[src/logic/pdm_pkg.sv]
// shared constants and types for the power-down mode controller
package pdm_pkg;
  localparam int DIV_W = 3;
  localparam logic [2:0] DIV_RESET = 3'h0;
  localparam logic [2:0] DIV_MAX = 3'h5;
  localparam int STS_W = 4;
  localparam logic [3:0] STS_RESET = 4'hf;
  localparam logic [3:0] STS_MIN_CODE = 4'h5;
  localparam int STOP_W = 16;
  localparam int ALL_CLOCKS_STOP_ENABLE_POS = 15;
  localparam int TIMER8_POS = 0;
  localparam logic [15:0] STOP_RESET = 16'h0fff;
  localparam logic [15:0] STOP_ALL = 16'hffff;
  localparam logic [15:0] STOP_ALL_BUT_T8 = 16'hfffe;
  localparam int IRQ_W = 16;
  localparam int CNT_W = 20;
  localparam int RESET_HOLD_CYCLES = 16;

  typedef enum logic [5:0] {
    ST_RUN = 6'h01,
    ST_SLEEP = 6'h02,
    ST_SWSTBY = 6'h04,
    ST_SETTLE = 6'h08,
    ST_ALLSTOP = 6'h10,
    ST_HWSTBY = 6'h20
  } mode_t;

  // settling wait in clock states for a settling-time code
  function automatic logic [19:0] settleStates(input logic [3:0] code);
    logic [19:0] r;
    r = 20'h00040;
    unique case (code)
      4'h5: r = 20'h00040;
      4'h6: r = 20'h00200;
      4'h7: r = 20'h00400;
      4'h8: r = 20'h00800;
      4'h9: r = 20'h01000;
      4'ha: r = 20'h04000;
      4'hb: r = 20'h08000;
      4'hc: r = 20'h10000;
      4'hd: r = 20'h20000;
      4'he: r = 20'h40000;
      4'hf: r = 20'h80000;
      default: r = 20'h00040;
    endcase
    return r;
  endfunction
endpackage

[src/logic/pdm_if.sv]
// pins and wake lines between the controller and its system
`timescale 1ns/1ps
interface pdm_if;
  logic resetPin;
  logic hwStandbyPin;
  logic watchdogReset;
  logic nmi;
  logic [15:0] irq;
  logic [15:0] irqMasked;
  logic [15:0] irqDtcSource;
  logic cpuIntMasked;
  logic intEnabledPending;
  logic timer8Int;
  logic watchdogInt;
  logic [2:0] operatingModePins;
  logic ramEnableBit;
  modport dev (input resetPin, hwStandbyPin, watchdogReset, nmi, irq, irqMasked, irqDtcSource,
    cpuIntMasked, intEnabledPending, timer8Int, watchdogInt, operatingModePins, ramEnableBit);
  modport host (output resetPin, hwStandbyPin, watchdogReset, nmi, irq, irqMasked, irqDtcSource,
    cpuIntMasked, intEnabledPending, timer8Int, watchdogInt, operatingModePins, ramEnableBit);
endinterface

[src/logic/power_down_mode_controller.sv]
// device end: power-down mode controller
`timescale 1ns/1ps
module power_down_mode_controller
  import pdm_pkg::*;
#(
  parameter int RESET_HOLD = RESET_HOLD_CYCLES
) (
  // clock and reset
  input wire logic clk,
  input wire logic rst_n,
  // pins and wake lines
  pdm_if.dev pins,
  // cpu control writes
  input wire logic clockDivideWr,
  input wire logic [2:0] clockDivideField,
  input wire logic standbyCtrlWr,
  input wire logic standbySelectBit,
  input wire logic standbyOutputHoldBit,
  input wire logic [3:0] settlingTimeField,
  input wire logic standbyWakeEnableWr,
  input wire logic [15:0] standbyWakeEnableBit,
  input wire logic moduleStopWr,
  input wire logic [15:0] moduleStopWordIn,
  input wire logic sleepExec,
  input wire logic busBusy,
  // status and clock gating
  output logic [2:0] activeDivide,
  output logic clockEnable,
  output logic cpuHalt,
  output logic periphHalt,
  output logic oscStop,
  output logic inReset,
  output logic interruptStart,
  output logic busOutFloat,
  output logic ioFloat,
  output logic [15:0] moduleStopWord,
  output logic [14:0] moduleClockEnable,
  output logic serialStateClear,
  output logic [5:0] modeState
);
  if (RESET_HOLD < 1) begin : g_badHold
    $error("RESET_HOLD must be at least one");
  end

  ////////////////////////////////////////////////////////////////////////
  // control registers
  mode_t mode_ff, nxt_mode;
  logic [2:0] divReq_ff, nxt_divReq, div_ff, nxt_div;
  logic selBit_ff, nxt_selBit, holdBit_ff, nxt_holdBit;
  logic [3:0] sts_ff, nxt_sts;
  logic [15:0] wakeEn_ff, nxt_wakeEn, stopReq_ff, nxt_stopReq, stop_ff, nxt_stop;
  logic [19:0] cnt_ff, nxt_cnt;
  logic [4:0] divCnt_ff, nxt_divCnt;
  logic sysReset, irqWake, intWake, allStopWake;

  assign sysReset = ~pins.resetPin | pins.watchdogReset;
  // an irq wakes only when enabled, unmasked and not a dtc source
  assign irqWake = |(pins.irq & wakeEn_ff & ~pins.irqMasked & ~pins.irqDtcSource);
  // nmi ends sleep even while the cpu masks the other interrupts
  assign intWake = pins.nmi | (pins.intEnabledPending & ~pins.cpuIntMasked);
  assign allStopWake = pins.nmi | (~pins.cpuIntMasked & (irqWake | pins.timer8Int | pins.watchdogInt));

  always_comb begin
    nxt_divReq = divReq_ff;
    nxt_selBit = selBit_ff;
    nxt_holdBit = holdBit_ff;
    nxt_sts = sts_ff;
    nxt_wakeEn = wakeEn_ff;
    nxt_stopReq = stopReq_ff;
    if (clockDivideWr && clockDivideField <= DIV_MAX) begin
      nxt_divReq = clockDivideField;
    end
    if (standbyCtrlWr) begin
      nxt_selBit = standbySelectBit;
      nxt_holdBit = standbyOutputHoldBit;
      if (settlingTimeField >= STS_MIN_CODE) begin
        nxt_sts = settlingTimeField;
      end
    end
    if (standbyWakeEnableWr) begin
      nxt_wakeEn = standbyWakeEnableBit;
    end
    if (moduleStopWr) begin
      nxt_stopReq = moduleStopWordIn;
    end
    // divide and stop settings apply only with the bus idle
    nxt_div = busBusy ? div_ff : divReq_ff;
    nxt_stop = busBusy ? stop_ff : stopReq_ff;
    if (sysReset || mode_ff == ST_HWSTBY) begin
      nxt_divReq = DIV_RESET;
      nxt_div = DIV_RESET;
      nxt_stopReq = STOP_RESET;
      nxt_stop = STOP_RESET;
      nxt_selBit = 1'b0;
      nxt_holdBit = 1'b0;
      nxt_sts = STS_RESET;
      nxt_wakeEn = 16'h0000;
    end
  end

  ////////////////////////////////////////////////////////////////////////
  // mode sequencer
  always_comb begin
    nxt_mode = mode_ff;
    nxt_cnt = cnt_ff;
    unique case (mode_ff)
      ST_RUN: begin
        if (sleepExec && !busBusy) begin
          if (selBit_ff) begin
            nxt_mode = ST_SWSTBY;
          end else if (stop_ff[ALL_CLOCKS_STOP_ENABLE_POS] && (stop_ff == STOP_ALL || stop_ff == STOP_ALL_BUT_T8)) begin
            nxt_mode = ST_ALLSTOP;
          end else begin
            nxt_mode = ST_SLEEP;
          end
        end
      end
      ST_SLEEP: begin
        if (intWake) begin
          nxt_mode = ST_RUN;
        end
      end
      ST_SWSTBY: begin
        if (pins.nmi || irqWake) begin
          nxt_mode = ST_SETTLE;
          nxt_cnt = settleStates(sts_ff) - 20'h00001;
        end
      end
      ST_SETTLE: begin
        if (cnt_ff == 20'h00000) begin
          nxt_mode = ST_RUN;
        end else begin
          nxt_cnt = cnt_ff - 20'h00001;
        end
      end
      ST_ALLSTOP: begin
        if (allStopWake) begin
          nxt_mode = ST_RUN;
        end
      end
      ST_HWSTBY: begin
        if (pins.hwStandbyPin) begin
          nxt_mode = ST_RUN;
        end
      end
      default: nxt_mode = ST_RUN;
    endcase
    // reset from any low-power mode except hardware standby returns clocks at once
    if (sysReset && mode_ff != ST_HWSTBY) begin
      nxt_mode = ST_RUN;
    end
    if (!pins.hwStandbyPin) begin
      nxt_mode = ST_HWSTBY;
    end
  end

  ////////////////////////////////////////////////////////////////////////
  // clock divider enable
  always_comb begin
    nxt_divCnt = divCnt_ff + 5'h01;
    if (divCnt_ff >= 5'((1 << div_ff) - 1)) begin
      nxt_divCnt = 5'h00;
    end
  end

  always_ff @(posedge clk) begin
    if (!rst_n) begin
      mode_ff <= ST_RUN;
      divReq_ff <= DIV_RESET;
      div_ff <= DIV_RESET;
      selBit_ff <= 1'b0;
      holdBit_ff <= 1'b0;
      sts_ff <= STS_RESET;
      wakeEn_ff <= 16'h0000;
      stopReq_ff <= STOP_RESET;
      stop_ff <= STOP_RESET;
      cnt_ff <= 20'h00000;
      divCnt_ff <= 5'h00;
    end else begin
      mode_ff <= nxt_mode;
      divReq_ff <= nxt_divReq;
      div_ff <= nxt_div;
      selBit_ff <= nxt_selBit;
      holdBit_ff <= nxt_holdBit;
      sts_ff <= nxt_sts;
      wakeEn_ff <= nxt_wakeEn;
      stopReq_ff <= nxt_stopReq;
      stop_ff <= nxt_stop;
      cnt_ff <= nxt_cnt;
      divCnt_ff <= nxt_divCnt;
    end
  end

  ////////////////////////////////////////////////////////////////////////
  // outputs
  logic stbyOrSettle, allStop;
  assign stbyOrSettle = mode_ff == ST_SWSTBY || mode_ff == ST_SETTLE;
  assign allStop = mode_ff == ST_ALLSTOP;
  assign activeDivide = div_ff;
  assign clockEnable = divCnt_ff == 5'h00 && !stbyOrSettle && mode_ff != ST_HWSTBY;
  assign cpuHalt = mode_ff != ST_RUN;
  assign periphHalt = stbyOrSettle || allStop || mode_ff == ST_HWSTBY;
  assign oscStop = mode_ff == ST_SWSTBY || mode_ff == ST_HWSTBY;
  assign inReset = sysReset || mode_ff == ST_HWSTBY;
  assign interruptStart = (mode_ff == ST_SETTLE && cnt_ff == 20'h00000 && !sysReset && pins.hwStandbyPin)
    || (mode_ff == ST_SLEEP && intWake && !sysReset && pins.hwStandbyPin)
    || (allStop && allStopWake && !sysReset && pins.hwStandbyPin);
  assign busOutFloat = (stbyOrSettle && !holdBit_ff) || allStop || mode_ff == ST_HWSTBY;
  assign ioFloat = mode_ff == ST_HWSTBY;
  assign moduleStopWord = stop_ff;
  // timer8 follows its own stop bit in all-clocks-stop
  assign moduleClockEnable = (stbyOrSettle || mode_ff == ST_HWSTBY) ? 15'h0000 :
    allStop ? {14'h0000, ~stop_ff[TIMER8_POS]} : ~stop_ff[14:0];
  assign serialStateClear = stbyOrSettle || (|stop_ff[3:1]);
  assign modeState = mode_ff;
endmodule

[src/flat_wrapper.sv]
// flat-port wrapper written by rule: the top's interface ports become plain ports
module power_down_mode_controller_flat import pdm_pkg::*;
#(
  parameter int RESET_HOLD = RESET_HOLD_CYCLES
)
  (clk, rst_n, clockDivideWr, clockDivideField, standbyCtrlWr, standbySelectBit, standbyOutputHoldBit, settlingTimeField, standbyWakeEnableWr, standbyWakeEnableBit, moduleStopWr, moduleStopWordIn, sleepExec, busBusy, activeDivide, clockEnable, cpuHalt, periphHalt, oscStop, inReset, interruptStart, busOutFloat, ioFloat, moduleStopWord, moduleClockEnable, serialStateClear, modeState, pins_resetPin, pins_hwStandbyPin, pins_watchdogReset, pins_nmi, pins_irq, pins_irqMasked, pins_irqDtcSource, pins_cpuIntMasked, pins_intEnabledPending, pins_timer8Int, pins_watchdogInt, pins_operatingModePins, pins_ramEnableBit);
  pdm_if pins_i ();
  input wire logic clk;
  input wire logic rst_n;
  input wire logic clockDivideWr;
  input wire logic [2:0] clockDivideField;
  input wire logic standbyCtrlWr;
  input wire logic standbySelectBit;
  input wire logic standbyOutputHoldBit;
  input wire logic [3:0] settlingTimeField;
  input wire logic standbyWakeEnableWr;
  input wire logic [15:0] standbyWakeEnableBit;
  input wire logic moduleStopWr;
  input wire logic [15:0] moduleStopWordIn;
  input wire logic sleepExec;
  input wire logic busBusy;
  output logic [2:0] activeDivide;
  output logic clockEnable;
  output logic cpuHalt;
  output logic periphHalt;
  output logic oscStop;
  output logic inReset;
  output logic interruptStart;
  output logic busOutFloat;
  output logic ioFloat;
  output logic [15:0] moduleStopWord;
  output logic [14:0] moduleClockEnable;
  output logic serialStateClear;
  output logic [5:0] modeState;
  input wire logic [$bits(pins_i.resetPin)-1:0] pins_resetPin;
  input wire logic [$bits(pins_i.hwStandbyPin)-1:0] pins_hwStandbyPin;
  input wire logic [$bits(pins_i.watchdogReset)-1:0] pins_watchdogReset;
  input wire logic [$bits(pins_i.nmi)-1:0] pins_nmi;
  input wire logic [$bits(pins_i.irq)-1:0] pins_irq;
  input wire logic [$bits(pins_i.irqMasked)-1:0] pins_irqMasked;
  input wire logic [$bits(pins_i.irqDtcSource)-1:0] pins_irqDtcSource;
  input wire logic [$bits(pins_i.cpuIntMasked)-1:0] pins_cpuIntMasked;
  input wire logic [$bits(pins_i.intEnabledPending)-1:0] pins_intEnabledPending;
  input wire logic [$bits(pins_i.timer8Int)-1:0] pins_timer8Int;
  input wire logic [$bits(pins_i.watchdogInt)-1:0] pins_watchdogInt;
  input wire logic [$bits(pins_i.operatingModePins)-1:0] pins_operatingModePins;
  input wire logic [$bits(pins_i.ramEnableBit)-1:0] pins_ramEnableBit;
  assign pins_i.resetPin = pins_resetPin;
  assign pins_i.hwStandbyPin = pins_hwStandbyPin;
  assign pins_i.watchdogReset = pins_watchdogReset;
  assign pins_i.nmi = pins_nmi;
  assign pins_i.irq = pins_irq;
  assign pins_i.irqMasked = pins_irqMasked;
  assign pins_i.irqDtcSource = pins_irqDtcSource;
  assign pins_i.cpuIntMasked = pins_cpuIntMasked;
  assign pins_i.intEnabledPending = pins_intEnabledPending;
  assign pins_i.timer8Int = pins_timer8Int;
  assign pins_i.watchdogInt = pins_watchdogInt;
  assign pins_i.operatingModePins = pins_operatingModePins;
  assign pins_i.ramEnableBit = pins_ramEnableBit;
  power_down_mode_controller #(.RESET_HOLD(RESET_HOLD)) u_core (.clk(clk), .rst_n(rst_n), .pins(pins_i), .clockDivideWr(clockDivideWr), .clockDivideField(clockDivideField), .standbyCtrlWr(standbyCtrlWr), .standbySelectBit(standbySelectBit), .standbyOutputHoldBit(standbyOutputHoldBit), .settlingTimeField(settlingTimeField), .standbyWakeEnableWr(standbyWakeEnableWr), .standbyWakeEnableBit(standbyWakeEnableBit), .moduleStopWr(moduleStopWr), .moduleStopWordIn(moduleStopWordIn), .sleepExec(sleepExec), .busBusy(busBusy), .activeDivide(activeDivide), .clockEnable(clockEnable), .cpuHalt(cpuHalt), .periphHalt(periphHalt), .oscStop(oscStop), .inReset(inReset), .interruptStart(interruptStart), .busOutFloat(busOutFloat), .ioFloat(ioFloat), .moduleStopWord(moduleStopWord), .moduleClockEnable(moduleClockEnable), .serialStateClear(serialStateClear), .modeState(modeState));
endmodule
[config.mk]
export PLATFORM = sky130hd
export DESIGN_NAME = power_down_mode_controller_flat
export DESIGN_NICKNAME = d
export VERILOG_FILES = /design/src/logic/pdm_pkg.sv /design/src/logic/pdm_if.sv /design/src/logic/power_down_mode_controller.sv /design/src/flat_wrapper.sv
export SDC_FILE = /design/constraint.sdc
export NUM_CORES = 1
export LEC_CHECK = 0
export BUFFER_PORTS_ARGS = -buffer_cell sky130_fd_sc_hd__buf_2
export CORE_UTILIZATION = 46
export DETAILED_ROUTE_END_ITERATION = 16
export PLACE_DENSITY_LB_ADDON = 0.05
export RECOVER_POWER = 25
export SLEW_MARGIN = 20
export SYNTH_ARGS = -nofsm -noshare
export SYNTH_HDL_FRONTEND = slang
export SYNTH_SLANG_ARGS = --single-unit
[constraint.sdc]
create_clock -name clk -period 2.1 [get_ports clk]
set_clock_uncertainty 0.15 [all_clocks]
set_input_delay 0.315 -clock clk [delete_from_list [all_inputs] [get_ports clk]]
set_output_delay 0.315 -clock clk [all_outputs]
set_load 0.005 [all_outputs]
==> impl_metrics.tcl <==
set metrics [dict create \
    outcome "finished with violations" \
    violations "setup timing" \
    cts.sinks 102 \
    startpoint_type "register" \
    dp.cells 915 \
    fp-row-count 37 \
    slowest_stage "dfxtp_4" \
    layout_commonest_cell "buf_2" \
    async_flop_share 0 \
    synth.area.mux_share 0.107 \
    grt_pass1_wl_mm 22.4 \
    drt_wl_total_mm 15.1 \
    cts_buffers 9 \
    core-area_um2 10500 \
    syn_nets 703 \
    cp_slowest_stage_delay_ps 370 \
    whs_endpoint "u_core.wakeEn_ff[3]" \
    cp_cell_sequence "buf_12, nor4_4, and3b_2, buf_6, nor2_4, nand3_4, buf_12, nor2_4, buf_2" \
    diodes 0 \
    drtIter0Drc 217 \
    ios 158 \
    rr_startpoint "u_core.modeState[4]" \
    clock_path_buffers 2 \
    fin_area_um2 7700 \
    powerDensity_nw_per_um2 478 \
    worstHoldStart "standbyWakeEnableBit[3]" \
    vias 5199 \
    finalHoldViolCount 0 \
    leakagePower_nw 3.44 \
    drv_cap 0 \
    cp-end-kind "output pin" \
    layout-drive-gt1-share 0.441 \
    htreeDepth 3 \
    layout_common_cells "buf_2 (140), dfxtp_1 (90), nor2_1 (82)" \
    fin_crit_ps 2490 \
    fin_crit_sh 1.19 \
    synthCells 585 \
    netlist_area_um2 5040 \
    synth_top_flop_cell "dfxtp_1" \
    grt_use_total 0.249 \
    route.detailed.drc 0 \
    place_ws_ps -166 \
    rsz0062_at_grt "true" \
    antenna_found_initial 0 \
    hp-class "in2reg" \
    reg2reg_depth 10 \
    die_area_um2 11400 \
    setup_viol 48 \
    yosys.area.top_type "dfxtp_1" \
    path_clk_slew_ps 110 \
    synth.top_cell.area_share 0.405 \
    hpwlAfterDp_mm 10.1 \
    synth_edf_count 0 \
    required_ps 1630 \
    synth_compound_area_frac 0.125 \
    synth.lib_cells_used.distinct 65 \
    synth-seq-cells 102 \
    viasPerCell 5.35 \
    fin_ws_ps -390 \
    dr.pass1.iters 7 \
    fmax_mhz 402 \
    power.total_mw 3.68 \
    place.port_buffers 153 \
    grt_max_degree 33 \
    avgRoutedWirePerCell_um 15.5 \
    grt_pass1_vias 4868 \
    clk_latency_ps 380 \
    ff2ff_setup_slack_ps -320 \
    yosysSeqAreaShare 0.405 \
    min_path_cells 3 \
    fin_nets 949 \
    grt.overflow.total 0 \
    fin_cells 972 \
    synthAdderAreaFrac 0.0223 \
    syn2layout_area_growth_pct 52.8 \
    dpl_cell_area_um2 6410 \
    ys_warn_count 0 \
    place_congestion 0.849 \
    die_h_um 107 \
    ant_nets 0 \
    cts_tree "built" \
    synth_area_leaders "dfxtp_1 (41%), mux2i_1 (11%), nor2_1 (7.7%), nand2_1 (4.2%), nor4bb_1 (2.8%)" \
    drv_slew 0 \
    slew_headroom 0.655 \
    initial_core_util 0.482 \
    r2r_end "u_core.cnt_ff[6]" \
    critical_path_class "reg2out" \
    cts_root_buf "clkbuf_8" \
    worst_slew_pin_slew_ps 512 \
    synth_top_family_by_area "simple AND/OR/NAND/NOR gates" \
    syn-mean-instance-area_um2 8.62 \
    peakVddDrop_mv 0.449 \
    chipWidth_um 107 \
    num-fill-cells 819 \
    crit_fanout 8 \
    synth_xor_area_frac 0.0209 \
    yosys.area_share.simple 0.282 \
    cp.arrival_ps 2030 \
]
[metal layers]
metal,share of wire,vias to the layer above,routed length (um),track usage
li1,-,2572,-,-
met3,0.053,24,794,0.0401
met5,0,-,0,0
met4,0.018,0,268,0.0910
met2,0.51,148,7710,0.438
met1,0.42,2455,6300,0.305
[cells in the mapped netlist (all sizes together), types with 2 or more instances]
cell type / number
a211oi: 2
a21boi: 2
a21o: 3
a21oi: 15
a311oi: 3
a31oi: 4
and2: 2
and3: 5
and3b: 3
buf: 7
clkbuf: 20
dfxtp: 102
ha: 9
inv: 17
mux2i: 54
nand2: 56
nand2b: 3
nand3: 18
nand3b: 6
nand4: 7
nor2: 104
nor2b: 7
nor3: 16
nor3b: 4
nor4: 14
nor4b: 2
nor4bb: 14
o211a: 3
o211ai: 11
o21a: 3
o21ai: 26
o221a: 3
o22ai: 3
o311ai: 2
o31ai: 2
o32ai: 2
or2: 4
or3: 3
or4: 4
xnor2: 4
xor2: 8
[area by class of cell]
cell class	count	area [um^2]	area share
multi-input combinational	439	3400	0.441
tap	136	170	0.0221
clock inverter	6	51.3	0.00666
sequential	102	2070	0.269
inverter	17	66.3	0.00861
timing repair buffer	262	1810	0.235
clock buffer	10	138	0.0179
[where the power goes]
part | switching, mW | internal [mW]
combinational | 0.235 | 0.261
clock | 0.734 | 0.485
sequential | 0.0175 | 1.95
[cells by family after synthesis]
logic type | count (synthesis)
and+or+nand+nor | 273
DFF | 102
AOI/OAI and AO/OA | 91
muxes | 54
buffers and inverters | 44
xor gates and xnor gates | 12
adders and majority gates | 9
[worst max-delay path by stage]
stage	startpoint	end	slack, ps	cells past startpoint
global route	u_core.wakeEn_ff[6]	interruptStart	-510	7
finish	u_core.modeState[5]	moduleClockEnable[2]	-390	9
global placement	pins_irq[0]	u_core.cnt_ff[18]	-120	8
floorplan	u_core.cnt_ff[0]	u_core.modeState[4]	6	8
detailed placement	pins_irq[0]	u_core.cnt_ff[18]	-170	8
CTS	u_core.wakeEn_ff[14]	interruptStart	-350	7
[stage by stage]
step            util  TNS (ps)  hold WS (ps)
2_1_floorplan      -         0           259
4_1_cts        0.706    -10100         0.995
5_1_grt        0.736    -15490          6.62
6_report       0.736    -12410          13.6
3_3_place_gp   0.613     -1630           296
3_5_place_dp   0.613     -2080           295
[critical path: cells and delay by family, from the launching register on]
family,cells,cell delay (ps)
DFF,1,370
buffers and inverters,4,540
and+or+nand+nor,5,740
[timing repair]
action / 4_1_cts / 5_1_grt
setup buffers: 30 / 7
pin swaps: 36 / 39
setup endpoints to repair: 49 / 81
hold endpoints to repair: 11 / 0
gates cloned: 3 / 0
hold buffers: 11 / 0
resized for setup: 102 / 73
No activity file was read; power rests on OpenSTA's default activity.
